$ cat src/rtl/rtc_timer_pkg.sv
// Constants, field positions and types for the periodic countdown timer.
// Assumes a 10 MHz system clock and a 32-bit Avalon-MM register port.
package rtc_timer_pkg;

    // **********************************************************
    // Clock and time base
    // **********************************************************
    localparam int CLK_HZ = 10_000_000; // System clock rate
    localparam int CLK_PERIOD_NS = 100; // System clock period
    localparam int SRC_BASE_HZ = 4096; // Fastest source tap
    // Cycles per 4096 Hz tick, rounded down
    localparam int CYC_PER_BASE = CLK_HZ / SRC_BASE_HZ;
    // Divider chain: 4096->64->1 Hz->1/60->1/3600
    localparam int DIV_STAGES = 4;
    localparam int DIV_64HZ = 64;
    localparam int DIV_1HZ = 64;
    localparam int DIV_MIN = 60;
    localparam int DIV_HOUR = 60;

    // **********************************************************
    // Interrupt auto-release times
    // **********************************************************
    localparam int REL_FAST_NS = 122_000; // With the 4096 Hz tap
    localparam int REL_SLOW_NS = 7_813_000; // With any slower tap
    localparam int REL_FAST_CYC = REL_FAST_NS / CLK_PERIOD_NS;
    localparam int REL_SLOW_CYC = REL_SLOW_NS / CLK_PERIOD_NS;

    // **********************************************************
    // Register map (byte addresses)
    // **********************************************************
    localparam logic [4:0] ADDR_PRESET = 5'h00; // Preset / count
    localparam logic [4:0] ADDR_CTRL = 5'h04; // Control bits
    localparam logic [4:0] ADDR_FLAG = 5'h08; // Event flag, state
    localparam logic [4:0] ADDR_ISTS = 5'h0C; // Sticky status
    localparam logic [4:0] ADDR_IMASK = 5'h10; // Interrupt mask

    // Control register fields
    localparam int CTRL_EN_BIT = 0;
    localparam int CTRL_IE_BIT = 1;
    localparam int CTRL_PAUSE_BIT = 2;
    localparam int CTRL_ROUTE_BIT = 3;
    localparam int CTRL_STOP_BIT = 4;
    localparam int CTRL_SEL_LSB = 8;
    // Flag register fields
    localparam int FLAG_EVENT_BIT = 0;
    localparam int FLAG_IRQ_BIT = 1;
    localparam int FLAG_PIN_A_BIT = 2;
    localparam int FLAG_PIN_B_BIT = 3;
    // Sticky status and mask fields
    localparam int ISTS_EVENT_BIT = 0;
    localparam int ISTS_START_BIT = 1;

    // **********************************************************
    // Reset values
    // **********************************************************
    localparam logic [15:0] PRESET_RST = 16'h0000;
    localparam logic [2:0] SEL_RST = 3'h0;
    localparam logic WAITREQ_RST = 1'b1;

    // Source tap codes
    localparam logic [2:0] SEL_4096HZ = 3'h0;
    localparam logic [2:0] SEL_64HZ = 3'h1;
    localparam logic [2:0] SEL_1HZ = 3'h2;
    localparam logic [2:0] SEL_MIN = 3'h3;
    localparam logic [2:0] SEL_HOUR = 3'h4;

    // Countdown run state
    typedef enum logic [1:0] {T_IDLE, T_ARMED, T_RUN} timer_state_t;

endpackage

$ cat src/rtl/tick_source.sv
// Source clock taps for the countdown: a divider chain from the
// system clock down to one tick per hour, one tap selected.
// Assumes clk and srst of the timer's own domain.
`timescale 1ns/1ns
module tick_source
import rtc_timer_pkg::*;
#(
    parameter int CYC_BASE = CYC_PER_BASE
)
(
    input wire logic clk,
    input wire logic srst,
    input wire logic [2:0] tick_select,
    output logic tick
);

    // **********************************************************
    // State
    // **********************************************************
    typedef struct packed {
        logic [15:0] base_cnt; // Cycles within a 4096 Hz period
        logic [DIV_STAGES-1:0][5:0] div_cnt; // Chain stage counts
        logic tick; // Selected tick pulse
    } tick_state_t;

    tick_state_t r_reg; // Registered state
    tick_state_t r_next; // Next state
    logic [DIV_STAGES:0] carry; // Tick of each tap, fastest first

    // Divisor of one chain stage
    function automatic logic [5:0] stage_div(input int idx);
        case (idx)
            0: stage_div = 6'(DIV_64HZ - 1);
            1: stage_div = 6'(DIV_1HZ - 1);
            2: stage_div = 6'(DIV_MIN - 1);
            default: stage_div = 6'(DIV_HOUR - 1);
        endcase
    endfunction

    // Base tick when the cycle count wraps
    assign carry[0] = (r_reg.base_cnt == 16'(CYC_BASE - 1));

    // Each stage passes a tick on when it wraps
    genvar gi;
    generate
        for (gi = 0; gi < DIV_STAGES; gi++)
        begin : g_stage
            assign carry[gi+1] = carry[gi] &&
                (r_reg.div_cnt[gi] == stage_div(gi));
        end
    endgenerate

    // **********************************************************
    // Next state
    // **********************************************************
    always_comb
    begin
        r_next = r_reg;
        // Free-running base counter
        if (carry[0])
            r_next.base_cnt = 16'h0000;
        else
            r_next.base_cnt = r_reg.base_cnt + 16'h0001;
        // Chain stages advance on the tick below them
        for (int i = 0; i < DIV_STAGES; i++)
        begin
            if (carry[i])
            begin
                if (r_reg.div_cnt[i] == stage_div(i))
                    r_next.div_cnt[i] = 6'h00;
                else
                    r_next.div_cnt[i] = r_reg.div_cnt[i] + 6'h01;
            end
        end
        // Unused codes give no tick at all
        if (tick_select <= SEL_HOUR)
            r_next.tick = carry[tick_select];
        else
            r_next.tick = 1'b0;
    end

    // Registered state
    always_ff @(posedge clk)
    begin
        if (srst)
            r_reg <= '0;
        else
            r_reg <= r_next;
    end

    assign tick = r_reg.tick;

endmodule

$ cat src/rtl/periodic_countdown_timer_irq.sv
// Periodic countdown timer with open-drain interrupt routing.
// Assumes an Avalon-MM master on clk, and the serial link clock
// arriving from outside the clock domain.
//
// Functional notes
// - Enable low: counter reads return the preset
// - Enable cleared halts; asserted interrupt stays low
// - Enable rising always restarts from the preset
// - Each event sets flag, held until cleared
// - Flag clear leaves asserted interrupt output alone
// - Writing one to flag changes nothing
// - Interrupt enabled: event drives selected output low
// - Interrupt disabled: no output; clearing releases it
// - Pause freezes count; resume from frozen count
// - Clock stop halts all but 4096 Hz tap
// - Route bit: zero pin b, one pin a
// - Countdown starts at link clock rising edge
// - Interval is preset times tick; zero undefined
// - Event on 0001h to 0000h, then reload
// - Three-bit select picks source tick rate
// - Output auto-releases after 122 us or 7.813 ms
//
// The address map and the Avalon-MM slave port are this design's own decisions.
`timescale 1ns/1ns
module periodic_countdown_timer_irq
import rtc_timer_pkg::*;
#(
    parameter int CYC_BASE = CYC_PER_BASE,
    parameter int REL_SLOW = REL_SLOW_CYC
)
(
    input wire logic clk,
    input wire logic srst,
    input wire logic [4:0] address,
    input wire logic read,
    input wire logic write,
    input wire logic [31:0] writedata,
    input wire logic [3:0] byteenable,
    output logic [31:0] readdata,
    output logic waitrequest,
    input wire logic link_scl,
    input wire logic irq_out_a_n_in,
    output logic irq_out_a_n,
    output logic irq_out_a_n_oe,
    input wire logic irq_out_b_n_in,
    output logic irq_out_b_n,
    output logic irq_out_b_n_oe,
    output logic irq
);

    // **********************************************************
    // State
    // **********************************************************
    typedef struct packed {
        logic waitreq; // Bus answer strobe, low for one cycle
        logic [31:0] rdata; // Read data latched for the answer
        logic [15:0] preset; // Reload value
        logic [15:0] count; // Running count
        logic en; // timer_enable
        logic ie; // timer_irq_enable
        logic pause; // timer_pause
        logic route; // timer_irq_route
        logic stop; // Clock stop from the rest of the clock
        logic [2:0] sel; // tick_select_hi/mid/lo
        logic flag; // timer_event_flag
        logic irq_on; // Interrupt output asserted
        logic [23:0] rel_cnt; // Cycles left before auto release
        timer_state_t tstate; // Countdown run state
        logic scl_s1; // Link clock synchroniser, first stage
        logic scl_s2; // Link clock synchroniser, second stage
        logic scl_s3; // Previous synchronised level
        logic pa_s1; // Pin a level, first stage
        logic pa_s2; // Pin a level, second stage
        logic pb_s1; // Pin b level, first stage
        logic pb_s2; // Pin b level, second stage
        logic [1:0] ists; // Sticky interrupt status
        logic [1:0] imask; // Interrupt mask
        logic irq; // Level interrupt to software
        logic oe_a; // Drive pin a low
        logic oe_b; // Drive pin b low
        logic od_level; // Level driven while enabled
    } timer_regs_t;

    timer_regs_t r_reg; // Registered state
    timer_regs_t r_next; // Next state
    logic tick; // Selected source tick
    logic scl_rise; // Synchronised link clock rising edge
    logic ev; // Countdown event this cycle
    logic started; // Countdown started this cycle
    logic take_wr; // Write taken this cycle
    logic stop_halt; // Clock stop freezes this tap

    // Address match, used by reads and writes alike
    function automatic logic hit(input logic [4:0] a,
                                 input logic [4:0] reg_addr);
        hit = (a == reg_addr);
    endfunction

    // **********************************************************
    // Source tick
    // **********************************************************
    tick_source #(
        .CYC_BASE(CYC_BASE)
    ) u_tick (
        .clk(clk),
        .srst(srst),
        .tick_select(r_reg.sel),
        .tick(tick)
    );

    // Edge of the link clock, seen after the synchroniser
    assign scl_rise = r_reg.scl_s2 && !r_reg.scl_s3;
    // Only the fastest tap keeps running under clock stop
    assign stop_halt = r_reg.stop && (r_reg.sel != SEL_4096HZ);

    // **********************************************************
    // Next state
    // **********************************************************
    always_comb
    begin
        r_next = r_reg;
        ev = 1'b0;
        started = 1'b0;
        // Synchronisers
        r_next.scl_s1 = link_scl;
        r_next.scl_s2 = r_reg.scl_s1;
        r_next.scl_s3 = r_reg.scl_s2;
        r_next.pa_s1 = irq_out_a_n_in;
        r_next.pa_s2 = r_reg.pa_s1;
        r_next.pb_s1 = irq_out_b_n_in;
        r_next.pb_s2 = r_reg.pb_s1;

        // Bus: answer one cycle after a request appears
        r_next.waitreq = !((read || write) && r_reg.waitreq);
        take_wr = write && !r_reg.waitreq;
        if (read && r_reg.waitreq)
        begin
            r_next.rdata = 32'h00000000;
            // Unmapped addresses read as zero
            if (hit(address, ADDR_PRESET))
                r_next.rdata[15:0] = r_reg.en ? r_reg.count
                                              : r_reg.preset;
            else if (hit(address, ADDR_CTRL))
            begin
                r_next.rdata[CTRL_EN_BIT] = r_reg.en;
                r_next.rdata[CTRL_IE_BIT] = r_reg.ie;
                r_next.rdata[CTRL_PAUSE_BIT] = r_reg.pause;
                r_next.rdata[CTRL_ROUTE_BIT] = r_reg.route;
                r_next.rdata[CTRL_STOP_BIT] = r_reg.stop;
                r_next.rdata[CTRL_SEL_LSB+:3] = r_reg.sel;
            end
            else if (hit(address, ADDR_FLAG))
            begin
                r_next.rdata[FLAG_EVENT_BIT] = r_reg.flag;
                r_next.rdata[FLAG_IRQ_BIT] = r_reg.irq_on;
                r_next.rdata[FLAG_PIN_A_BIT] = r_reg.pa_s2;
                r_next.rdata[FLAG_PIN_B_BIT] = r_reg.pb_s2;
            end
            else if (hit(address, ADDR_ISTS))
                r_next.rdata[1:0] = r_reg.ists;
            else if (hit(address, ADDR_IMASK))
                r_next.rdata[1:0] = r_reg.imask;
        end

        // Countdown; pause and clock stop freeze the count
        if (r_reg.tstate == T_RUN && tick && !r_reg.pause
            && !stop_halt)
        begin
            if (r_reg.count == 16'h0001)
            begin
                ev = 1'b1;
                r_next.count = r_reg.preset;
            end
            else if (r_reg.count != 16'h0000)
                r_next.count = r_reg.count - 16'h0001;
            // A zero preset just sits: no event is ever made
        end
        // Armed countdown starts on the link clock edge
        if (r_reg.tstate == T_ARMED && scl_rise)
        begin
            r_next.tstate = T_RUN;
            r_next.count = r_reg.preset;
            started = 1'b1;
        end

        // Auto release of the asserted interrupt output
        if (r_reg.irq_on)
        begin
            if (r_reg.rel_cnt <= 24'h000001)
                r_next.irq_on = 1'b0;
            else
                r_next.rel_cnt = r_reg.rel_cnt - 24'h000001;
        end
        if (ev && r_reg.ie)
        begin
            r_next.irq_on = 1'b1;
            if (r_reg.sel == SEL_4096HZ)
                r_next.rel_cnt = 24'(REL_FAST_CYC);
            else
                r_next.rel_cnt = 24'(REL_SLOW);
        end

        // Register writes, taken on the edge waitrequest is low
        if (take_wr && hit(address, ADDR_PRESET))
        begin
            // Software stops the timer before loading this
            if (byteenable[0])
                r_next.preset[7:0] = writedata[7:0];
            if (byteenable[1])
                r_next.preset[15:8] = writedata[15:8];
        end
        if (take_wr && hit(address, ADDR_CTRL) && byteenable[0])
        begin
            r_next.en = writedata[CTRL_EN_BIT];
            r_next.ie = writedata[CTRL_IE_BIT];
            r_next.pause = writedata[CTRL_PAUSE_BIT];
            r_next.route = writedata[CTRL_ROUTE_BIT];
            r_next.stop = writedata[CTRL_STOP_BIT];
            // Halting leaves any asserted output as it is
            if (!writedata[CTRL_EN_BIT])
                r_next.tstate = T_IDLE;
            else if (!r_reg.en)
                r_next.tstate = T_ARMED;
            // Disabling the interrupt drops the output
            if (!writedata[CTRL_IE_BIT])
                r_next.irq_on = 1'b0;
        end
        if (take_wr && hit(address, ADDR_CTRL) && byteenable[1])
            r_next.sel = writedata[CTRL_SEL_LSB+:3];
        // Only a zero clears the flag; the output is not touched
        if (take_wr && hit(address, ADDR_FLAG) && byteenable[0]
            && !writedata[FLAG_EVENT_BIT])
            r_next.flag = 1'b0;
        if (take_wr && hit(address, ADDR_ISTS) && byteenable[0])
            r_next.ists = r_reg.ists & ~writedata[1:0];
        if (take_wr && hit(address, ADDR_IMASK) && byteenable[0])
            r_next.imask = writedata[1:0];

        // Set wins over a clear in the same cycle
        if (ev)
        begin
            r_next.flag = 1'b1;
            r_next.ists[ISTS_EVENT_BIT] = 1'b1;
        end
        if (started)
            r_next.ists[ISTS_START_BIT] = 1'b1;

        // Outputs, all registered
        r_next.irq = |(r_next.ists & r_next.imask);
        r_next.oe_a = r_next.irq_on && r_next.route;
        r_next.oe_b = r_next.irq_on && !r_next.route;
        r_next.od_level = 1'b0;
    end

    // Registered state
    always_ff @(posedge clk)
    begin
        if (srst)
        begin
            r_reg <= '0;
            r_reg.waitreq <= WAITREQ_RST;
            r_reg.preset <= PRESET_RST;
            r_reg.sel <= SEL_RST;
        end
        else
            r_reg <= r_next;
    end

    assign readdata = r_reg.rdata;
    assign waitrequest = r_reg.waitreq;
    assign irq_out_a_n = r_reg.od_level;
    assign irq_out_a_n_oe = r_reg.oe_a;
    assign irq_out_b_n = r_reg.od_level;
    assign irq_out_b_n_oe = r_reg.oe_b;
    assign irq = r_reg.irq;
endmodule

$ cat config.mk
export PLATFORM = sky130hd
export DESIGN_NAME = periodic_countdown_timer_irq
export DESIGN_NICKNAME = d
export VERILOG_FILES = /design/src/rtl/rtc_timer_pkg.sv /design/src/rtl/tick_source.sv /design/src/rtl/periodic_countdown_timer_irq.sv
export SDC_FILE = /design/constraint.sdc
export NUM_CORES = 1
export LEC_CHECK = 0
export BUFFER_PORTS_ARGS = -buffer_cell sky130_fd_sc_hd__buf_2
export CORE_AREA = 2 2 113 115
export CTS_BUF_LIST = sky130_fd_sc_hd__clkbuf_16
export DETAILED_ROUTE_END_ITERATION = 6
export DIE_AREA = 0 0 115 117
export PLACE_DENSITY = 0.8
export SYNTH_ARGS = -nofsm -noshare
export SYNTH_HDL_FRONTEND = slang
export SYNTH_SLANG_ARGS = --single-unit
export TNS_END_PERCENT = 50
$ cat constraint.sdc
create_clock -name clk -period 3.3 [get_ports clk]
set_clock_uncertainty 0.1 [all_clocks]
set_input_delay 0.165 -clock clk [delete_from_list [all_inputs] [get_ports clk]]
set_output_delay 0.165 -clock clk [all_outputs]
set_load 0.05 [all_outputs]
; After elaboration in Yosys (flattened, before gate mapping)
; Index checks and enable logic that the tools add are counted.
[word_totals]
register_bits = 141
out_inout_bits = 38
[classes]
reduce_logical = 50
n_lt_le_gt_ge = 3
eq_ne = 17
addsub = 7
bitwise_logic = 4
mux = 47
[op_table]
columns = operator, n
row1 = 16-bit two-way mux, 5
row2 = 25-bit two-way mux, 2
row3 = 6-bit two-way mux, 8
row4 = 1-bit logical AND, 27
row5 = "6-bit by 1-bit adder with 6-bit output, second input constant", 4
row6 = 6-bit equality test, 4
row7 = "6-bit equality test, second input constant", 4
row8 = "24-bit by 1-bit <= comparator with 1-bit output, second input constant", 1
row9 = 24-bit two-way mux, 1
row10 = "24-bit by 1-bit subtractor with 24-bit output, second input constant", 1
row11 = 2-bit two-way mux, 11
row12 = 17-bit two-way mux, 1
row13 = "16-bit by 1-bit adder with 16-bit output, second input constant", 1
row14 = "16-bit by 1-bit equality test with 1-bit output, second input constant", 1
row15 = "16-bit by 12-bit equality test with 1-bit output, second input constant", 1
row16 = 16-bit nonzero test, 1
row17 = "16-bit by 1-bit subtractor with 16-bit output, second input constant", 1
row18 = 1-bit two-way mux, 12
row19 = "5-bit by 4-bit equality test with 1-bit output, second input constant", 2
row20 = 5-bit two-way mux, 2
row21 = 3-bit two-way mux, 3
row22 = 2-bit AND reduction, 4
row23 = 1-bit logical NOT, 7
row24 = 2-bit nonzero test, 3
row25 = other kinds (17), 21

; Longest topological paths before layout
; Gate-level depths: netlist of the first run.
[depth]
depth_word = 10
ltp_mapped = 9
ltp_nobuf = 7

; Hierarchy
; A second synthesis of the first run with hierarchy kept.
[hier_totals]
cells_unflattened = 833
area_unflattened_um2 = 7191.9
[modules_own_cells]
columns = module, n_inst, cells_per_inst, area_per_inst_um2
row1 = periodic_countdown_timer_irq, 1, 587, 5108.6
row2 = tick_source, 1, 246, 2083.2

; Least setup slack after synthesis of the first run
; No wires, ideal clock.
[synth_timing]
path_type = register to register
from = register r_reg[51] in the netlist's numbering
to = register r_reg[57] in the netlist's numbering
t_required_ps = 3070
synth_period_minus_slack_ps = 2307
slack_ps = 993
path_stages_with_launch = 10
arrival_time_ps = 2077
cell_sequence = dfxtp_1 > inv_1 > ha_1 > or3b_2 > nor4_4 > o2bb2ai_2 > or2_0 > buf_2 > buf_6 > o32ai_1
[synth_via]
elab_chain_len = 5
word_cells_on_any_way = 9
[synth_lines]
columns = element, line_no
row1 = "start, declared", periodic_countdown_timer_irq.sv:84  ; timer_regs_t r_reg;
row2 = "start signal, assigned", periodic_countdown_timer_irq.sv:266  ; r_reg <= r_next;
row3 = 16-bit by 1-bit subtractor with 16-bit output, periodic_countdown_timer_irq.sv:175  ; r_next.count = r_reg.count - 16'h0001;
row4 = 16-bit two-way mux, periodic_countdown_timer_irq.sv:174  ; else if (r_reg.count != 16'h0000)
row5 = 16-bit two-way mux, periodic_countdown_timer_irq.sv:169  ; if (r_reg.count == 16'h0001)
row6 = 16-bit two-way mux, periodic_countdown_timer_irq.sv:166  ; if (r_reg.tstate == T_RUN && tick && !r_reg.pause
row7 = 16-bit two-way mux, periodic_countdown_timer_irq.sv:179  ; if (r_reg.tstate == T_ARMED && scl_rise)
; Several ways; a longest one is shown, not always the timed one. The select of a mux whose other input is x is not followed.
; A chain may end at the register's enable or synchronous reset.

; Final worst setup path of the first run
[layout_timing]
from = register r_reg[59] in the netlist's numbering
to = register r_reg[28] in the netlist's numbering
[layout_via]
elab_chain_len = 6
word_cells_on_any_way = 8
[layout_lines]
columns = element, line_no
row1 = 16-bit by 1-bit equality test with 1-bit output (*), periodic_countdown_timer_irq.sv:169
row2 = 1-bit two-way mux (*), periodic_countdown_timer_irq.sv:169
row3 = 1-bit two-way mux (*), periodic_countdown_timer_irq.sv:166
row4 = 1-bit logical AND (*), periodic_countdown_timer_irq.sv:194  ; if (ev && r_reg.ie)
row5 = 2-bit by 1-bit inequality test with 1-bit output (no source line) or 2-bit nonzero test (tied branches), n/a
row6 = 2-bit AND reduction (no source line), n/a
; Every way passes the cells marked *; elsewhere a longest branch is shown, timed or not.

==> results of run 1 <==
[worst max-delay path by stage]
stage	cells after the start	end	from	slack, ps
finish	5	r_reg[28]	r_reg[59]	500
global route	5	r_reg[28]	r_reg[59]	350
CTS	5	r_reg[28]	r_reg[59]	520
detailed placement	5	r_reg[28]	r_reg[59]	530
global placement	5	r_reg[28]	r_reg[59]	570
floorplan	9	r_reg[57]	r_reg[51]	990
[repair_timing]
| item | in CTS | in global routing |
|---|---|---|
| endpoints found under the hold margin | 31 | 0 |
| resized for setup | 0 | 0 |
| setup endpoints to repair | 0 | 0 |
| hold buffers | 21 | 0 |
[logic make-up after synthesis]
family / after synthesis / share of synthesized area
simple gates: 327 / 0.2484
compound gates: 189 / 0.1776
flops: 140 / 0.3938
buf+inv: 103 / 0.07683
mux: 33 / 0.04712
xor+xnor: 31 / 0.03815
fa+ha+maj: 10 / 0.01758
other cells: 1 / 0.0005269
[report_power, final]
| part | internal (uW) | total (uW) | leakage [uW] | switching (uW) |
|---|---|---|---|---|
| Sequential | 1700 | 1710 | 0.00113 | 10.0 |
| Combinational | 53.4 | 196 | 0.00167 | 142 |
| Clock | 1160 | 1840 | 0.000301 | 683 |
[per-stage QoR]
stage / std cells / hold slack, ps / utilization
finish: 1043 / 67.36 / 0.6545
global route: 1043 / 86.57 / 0.6545
CTS: 1043 / 49.24 / 0.6545
detailed placement: 990 / 292.6 / 0.5914
global placement: 990 / 271.7 / 0.5914
floorplan: 851 / 180.9 / -
[cell usage after synthesis (8+ instances only)]
cell	instances	area (um2)
a21oi_1	78	390.4
a31oi_1	10	62.56
and3_1	8	50.05
buf_4	35	262.8
clkbuf_1	29	108.9
dfxtp_1	140	2803
ha_1	10	125.1
inv_1	29	108.9
mux2i_1	29	290.3
nand2_1	68	255.2
nand3_1	48	240.2
nand4_1	18	112.6
nor2_1	62	232.7
nor2b_1	8	50.05
nor3_1	33	165.2
nor4_1	14	87.58
o21ai_0	24	120.1
o32ai_1	13	113.9
or3_1	20	125.1
xnor2_1	20	175.2
xor2_1	11	96.34
[layer usage]
layer | wire, um | GRT usage | up-vias
met2 | 7615 | 0.3945 | 243
met5 | 0 | 0 | -
li1 | - | - | 3107
met3 | 1131 | 0.05664 | 21
met1 | 7962 | 0.3612 | 2992
met4 | 240 | 0.07631 | 0
[worst min-delay path, delay by kind of cell]
kind	cells	cell delay, ps
buf+inv	1	140
simple gates	2	170
compound gates	1	80
[cells in the final DEF, fill, tap and decap left out, types with 6 or more instances in the layout]
cell / count
ha_1: 10
or3_1: 20
conb_1: 18
o32ai_1: 13
o31ai_1: 7
buf_4: 14
a31oi_1: 10
nor2b_1: 8
dlygate4sd3_1: 21
nand3_1: 48
inv_1: 34
a2111oi_0: 7
xor2_1: 11
clkbuf_16: 17
a21oi_1: 78
nor2_1: 62
dfxtp_1: 140
buf_2: 49
and3_1: 8
xnor2_1: 20
mux2i_1: 29
or4_1: 6
nand2_1: 68
nand4_1: 18
nor4_1: 14
nor3_1: 33
o21ai_0: 24
[cell type report]
cell class              instances  area (um2)
flip-flops and latches        140        2803
fillers                       994        4254
inverters                      29       108.9
well taps                     150       187.7
clock buffers                  17       425.4
repair buffers                 84       560.5
multi-input cells             608        3831
clock inverters                15       141.4
==> impl_metrics.yaml, run 1 <==
clock_tree:
  clock-sinks: 140
  cts_tree: "built"
  clkTransAtPathRegs_ps: 60
  cts_made_buffers: 17
  postCtsSetupRepairBufs: 0
  worstSkewPairLatency_ps: 410
  root_buffer: "clkbuf_16"
  htree_levels: 4
  cts_buffer_depth: 2
setup_path:
  crit_fanout: 16
  crit_arrival_ps: 3000
  reg2reg_from: "r_reg[59]"
  cpLargestDelayFamily: "simple AND/OR/NAND/NOR gates"
  critPathCaptureType: "flop"
  critPathKind: "reg -> reg"
  reg2reg_slack_ps: 500
  critical_path_buf_inv_count: 0
  slowest_stage: "or4_1"
  critPathLaunchType: "flop"
  critPathRequiredTime_ps: 3500
  timing.rr.end: "r_reg[28]"
  path_cells: "or4_1 -> nor4_4 -> nand4_4 -> nand2_1 -> o21ba_2"
  max_stage_delay_ps: 750
  r2r_cells: 5
drt:
  totalWireLength_mm: 16.95
  drcViolationCount: 0
  viasPerCell: 6.101
  drt_pre_antenna_iters: 5
  antenna_left: 0
  vias: 6363
  wl_per_cell_um: 16.25
  drt_first_iter_violations: 740
sta:
  tns_ps: 0
  slew_viol_final: 0
  fin_crit_ps: 2797
  relSlewSlack: 0.3846
  tightest_slew_ps: 921.0
  min_period_over_period: 0.8474
  rsz0062_at_grt: "no"
  finalWorstSetupSlack_ps: 503.5
  hold_violations: 0
  fmaxAchievable_mhz: 357.6
  setup_viol: 0
grt:
  grt_max_degree: 34
  antenna_found_initial: 0
  grt_pass1_wl_mm: 27.64
  grt_pass1_vias: 5646
  grt.overflow.total: 0
  grtUsageTotal: 0.2559
die:
  die_w_um: 115
  num_rows: 41
  ioPinCount: 86
  core-area_mm2: 0.01231
  die_height_um: 117
  initial_core_util: 0.5780
  die_area_mm2: 0.01346
logic_synthesis:
  synth.yosys.seq_area_share: 0.3938
  syn_area_mm2: 0.007117
  ys_ff_latch: 140
  yosys_warnings: 0
  synth_area_per_cell_um2: 8.533
  synth-main-ff-cell: "dfxtp_1"
  ys_types: 78
  postSynthCellCount: 834
  async_flop_share: 0
  synth_edf_count: 0
placed_design:
  dp_hpwl_mm: 11.13
  dpl-instance-area_mm2: 0.007281
  pre_cts_ws_ps: 532.4
  io_buffers: 49
  gp_congestion: 0.8383
layout:
  final_cell_area_mm2: 0.008058
  largest_reg_flops: 75
  area_growth_pct: 13.22
  drive_above_1_share: 0.1299
  n_antenna_cell: 0
  layout.nets: 938
pwr:
  p_per_area_mw_per_mm2: 465.7
  p_leak_uw: 0.003105
  ir_drop_mv: 0.3539
  fin_total_pwr_uw: 3752
hold_path:
  hold_path_depth: 4
  hold_end: "r_reg[7]"
  worstHoldStart: "address[2]"
  hold_path.class: "in -> reg"
flow_run:
  max-cap-violations: 0
outcome:
  status: "finished clean"
Power figures use the tool's default switching activity.
==> run 2: changes to the inputs <==
- clock period: 3.3 -> 2.6 ns (I/O delays scaled with it)
==> run 2 against run 1 <==
Effect of this change:
- worst hold slack got worse by 42 ps
- count of clock-buffer cells in the layout unchanged
- cell count is 2.1% higher
- via count grew 0.11%
- die area did not move
- sequential share of layout area shrank 0.64 points
- sequential power is 27% higher
==> impl_metrics.yaml, run 2 (synthesis gave the netlist of run 1 again) <==
outcome:
  status: "finished clean"
grt:
  grt_use_met2: 0.3996
  grtUsageTotal: 0.2616
  grt_max_degree: 36
  grt_use_met1: 0.3569
  grt_pass1_wl_mm: 28.03
  top_usage_layer: "met2"
  antenna_found_initial: 0
  grt.overflow.total: 0
  use_met3: 0.05664
  grt_pass1_vias: 5811
setup_path:
  crit_arrival_ps: 2640
  timing.rr.end: "r_reg[54]"
  reg2reg_from: "r_reg[51]"
  crit_fanout: 10
  critPathLaunchType: "flop"
  reg2reg_slack_ps: 190
  path_cells: "inv_1 -> ha_1 -> or3b_2 -> nor4_4 -> o2bb2ai_2 -> buf_4 -> a21oi_1 -> o32ai_1"
  max_stage_delay_ps: 540
  critPathKind: "reg -> reg"
  critPathCaptureType: "flop"
  slowest_stage: "or3b_2"
  r2r_cells: 8
  critPathRequiredTime_ps: 2820
sta:
  hold-worst-slack_ps: 25.76
  slew_viol_final: 0
  tns_ps: 0
  fin_crit_ps: 2415
  rsz0062_at_grt: "no"
  relSlewSlack: 0.4753
  setup_viol: 0
  hold_violations: 0
  min_period_over_period: 0.9288
  tightest_slew_ps: 787.0
  fmaxAchievable_mhz: 414.1
  finalWorstSetupSlack_ps: 185.1
pwr:
  p_switching_uw: 1067
  ir_drop_mv: 0.4493
  p_per_area_mw_per_mm2: 569.1
  p_leak_uw: 0.003188
  clkPwrFrac: 0.479
  power.share.switching: 0.2284
  p_seq_frac: 0.466
  combPwrFrac: 0.055
  p_int_uw: 3605
placed_design:
  dp_cells: 1009
  gp_congestion: 0.8884
  dp_hpwl_mm: 11.42
  pre_cts_ws_ps: 164.4
  io_buffers: 49
clock_tree:
  root_buffer: "clkbuf_16"
  clock-sinks: 140
  cts_made_buffers: 17
  htree_levels: 4
  cts_buffer_depth: 2
  cts_tree: "built"
  clkTransAtPathRegs_ps: 60
  worstSkewPairLatency_ps: 420
die:
  die_area_mm2: 0.01346
  die_height_um: 117
  die_w_um: 115
  num_rows: 41
  initial_core_util: 0.5780
  core-area_mm2: 0.01231
  ioPinCount: 86
drt:
  wl_per_cell_um: 15.93
  antenna_left: 0
  totalWireLength_mm: 16.97
  drt_first_iter_violations: 617
  viasPerCell: 5.981
  drcViolationCount: 0
  drt_pre_antenna_iters: 5
  vias: 6370
layout:
  fin_cells: 1065
  layout_common_cells: "dfxtp_1 (140), a21oi_1 (78), nand2_1 (68), nor2_1 (62), buf_2 (49)"
  multi_input_area_mm2: 0.003847
  drive_above_1_share: 0.1519
  layout_commonest_cell: "dfxtp_1"
  fillers: 1006
  largest_reg_flops: 75
  final_util: 0.6668
  area_growth_pct: 15.35
  n_antenna_cell: 0
  layout.nets: 961
  regArea_mm2: 0.002803
hold_path:
  hold_path.class: "in -> reg"
  hold_path_depth: 4
  hold_end: "r_reg[7]"
  worstHoldStart: "address[2]"
flow_run:
  max-cap-violations: 0
[run 2: cell types whose count changed in the layout (fill, tap and decap cells not counted)]
cell       delta
buf_4        +22
clkinv_1      +4
inv_1         -4
a21oi_2       +1
bufinv_16     -1
o32ai_1       -1
o32ai_2       +1
or2_0         -1
or2_1         +1
[run 2: cell type report]
| cell class | instances | area share |
|---|---|---|
| clock buffer | 17 | 0.05182 |
| clock inverter | 14 | 0.01357 |
| inverter | 29 | 0.01326 |
| multi-input combinational | 609 | 0.4687 |
| sequential | 140 | 0.3414 |
| tap | 150 | 0.02286 |
| timing repair buffer | 106 | 0.08840 |
[run 2: what timing repair did]
item                                    4_1_cts  5_1_grt
gates resized for setup                       0        2
endpoints found under the setup margin        0        7
hold buffers                                 21        0
buffers inserted                              0        3
hold endpoints to repair                     34        0
[run 2: power by group through the flow]
stage	combinational, uW	sequential (uW)	clock [uW]
floorplan	183	2220	0
global placement	225	2220	0
detailed placement	228	2220	0
CTS	252	2170	2270
global route	274	2180	2370
finish	256	2180	2240
[run 2: per-layer routing]
layer / vias up / routed length, um
li1: 3145 / -
met1: 2968 / 8137
met2: 217 / 7454
met3: 40 / 886
met4: 0 / 488
met5: - / 0
[run 2: how the worst max path moves through the flow]
stage                     startpoint   endpoint  slack [ps]  cells after the start
after detailed placement   r_reg[55]  r_reg[22]         160                      5
after global placement     r_reg[55]  r_reg[33]         200                      5
after CTS                  r_reg[52]  r_reg[62]          80                      8
after floorplan            r_reg[51]  r_reg[57]         290                      9
final                      r_reg[51]  r_reg[54]         190                      8
after global routing       r_reg[51]  r_reg[64]          30                      8
[run 2: stage by stage]
stage | total power [uW] | instance area, um2
6_report | 4672 | 8209
5_1_grt | 4822 | 8209
4_1_cts | 4699 | 8170
3_5_place_dp | 2449 | 7423
3_3_place_gp | 2446 | 7423
2_1_floorplan | 2404 | 7181
[run 2: critical path: cells and delay by family (launching register included)]
kind                       cells  cell delay, ps
and+or+nand+nor                2             880
adders and majority gates      1             200
DFF                            1             360
AOI/OAI and AO/OA              3             470
buffers and inverters          2             300
==> run 3: changes to the inputs <==
- CORE_AREA: 2 2 113 115 -> 2 2 119 121
- DIE_AREA: 0 0 115 117 -> 0 0 121 123
- PLACE_DENSITY: 0.8 -> 0.76
- clock period: 2.6 -> 2.2 ns (I/O delays scaled with it)
==> run 3 against run 2 <==
Effect of this change:
- the flow now finishes with violations (negative setup slack)
- clock power increased by 38%
- combinational power increased by 26%
- via count increased by 7.9%
- setup slack got worse by 240 ps
- die area increased by 11%
==> impl_metrics.yaml, run 3 (synthesis gave the netlist of run 1 again) <==
outcome:
  status: "finished with violations"
  violations: "negative setup slack"
flow_run:
  max-cap-violations: 0
pwr:
  ir_drop_mv: 0.6052
  p_leak_uw: 0.003598
  p_per_area_mw_per_mm2: 661.4
clock_tree:
  cts_buffer_depth: 2
  worstSkewPairLatency_ps: 430
  cts_tree: "built"
  root_buffer: "clkbuf_16"
  htree_levels: 4
  clock-sinks: 140
  cts_made_buffers: 17
  clkTransAtPathRegs_ps: 60
setup_path:
  critPathRequiredTime_ps: 2400
  critPathLaunchType: "flop"
  crit_fanout: 6
  critPathKind: "reg -> reg"
  crit_arrival_ps: 2460
  critPathCaptureType: "flop"
layout:
  layout_common_cells: "dfxtp_1 (136), buf_4 (90), a21oi_1 (76), nand2_1 (64), nor2_1 (61)"
  fillers: 1049
  layout_commonest_cell: "dfxtp_1"
  layout.nets: 1022
  largest_reg_flops: 75
  area_growth_pct: 26.78
  final_util: 0.6628
  regArea_mm2: 0.002808
  multi_input_area_mm2: 0.004043
  drive_above_1_share: 0.2418
sta:
  fin_crit_ps: 2260
  tightest_slew_ps: 597.7
  finalWorstSetupSlack_ps: -59.88
  rsz0062_at_grt: "yes"
  min_period_over_period: 1.027
  hold-worst-slack_ps: 27.28
  relSlewSlack: 0.5979
  slew_viol_final: 0
  fmaxAchievable_mhz: 442.5
  hold_violations: 0
  setup_viol: 6
drt:
  met3_length_mm: 1.442
  totalWireLength_mm: 19.48
  wl_met1_mm: 8.317
  top_layer: "met4"
  viasPerCell: 5.940
  wl_per_cell_um: 16.84
  vias: 6873
  drt_pre_antenna_iters: 5
  drt_first_iter_violations: 644
  drcViolationCount: 0
  dr_wl_met2_mm: 9.127
  antenna_left: 0
hold_path:
  hold_path.class: "in -> reg"
placed_design:
  io_buffers: 49
  dp_hpwl_mm: 12.78
  gp_congestion: 0.9389
  pre_cts_ws_ps: -125.8
grt:
  antenna_found_initial: 1
  grt_pass1_wl_mm: 31.12
  grt_max_degree: 32
  grt.overflow.total: 0
  grt_pass1_vias: 6423
  grtUsageTotal: 0.2613
die:
  initial_core_util: 0.5228
  ioPinCount: 86
  die_w_um: 121
  die_height_um: 123
  num_rows: 43
  core-area_mm2: 0.01361
  die_area_mm2: 0.01488
[run 3: path summary, 6_finish.rpt]
| check | startpoint | slack, ps | to | depth (start not counted) |
|---|---|---|---|---|
| setup / recovery | r_reg[61] | -60 | r_reg[29] | 7 |
| setup reg to reg | r_reg[61] | -60 | r_reg[29] | 7 |
| hold / removal | srst | 30 | r_reg[7] | 2 |
| hold reg to reg | r_next[10] | 340 | r_reg[10] | 1 |
[run 3: cell type report]
class                           instances  share of cell area
Clock buffer                           17             0.04715
Sequential cell                       140              0.3112
Timing Repair Buffer                  166              0.1337
Multi-Input combinational cell        610              0.4481
Tap cell                              180             0.02496
Inverter                               29             0.01234
Clock inverter                         14             0.02233
Antenna cell                            1           0.0002774
[run 3: where the power goes]
group	leakage [uW]	internal (uW)	switching, uW
Clock	0.000309	1990	1090
Combinational	0.00216	97.7	224
Sequential	0.00113	2550	15.3
[run 3: what timing repair did]
item	in CTS	in global routing
gates cloned	1	2
pin swaps	4	16
gates resized for setup	12	43
endpoints found under the hold margin	36	0
endpoints found under the setup margin	35	43
buffers inserted	8	5
hold buffers	22	0
[run 3: layer usage]
metal  vias up  global-route usage
met1      3208              0.3324
met2       320              0.4224
met5         -                   0
met3        65             0.07288
met4         0              0.1003
li1       3280                   -
[run 3: critical path, cell delays in order (launching register included)]
cell and delay [ps]:
dfxtp_2 320, or4_4 610, nor4_4 260, buf_6 160, nand4_4 130, o41ai_4 310, buf_4 200, a31oi_1 50
[run 3: per-stage QoR]
stage,std cells,TNS [ps],power (uW),area [um2]
after floorplan,851,0,2841,7198
after global placement,1088,-526.9,2899,7846
after detailed placement,1088,-2216,2905,7846
after CTS,1150,-7.024,5965,8801
after global routing,1156,-1228,6108,9020
final,1157,-320.6,5968,9022
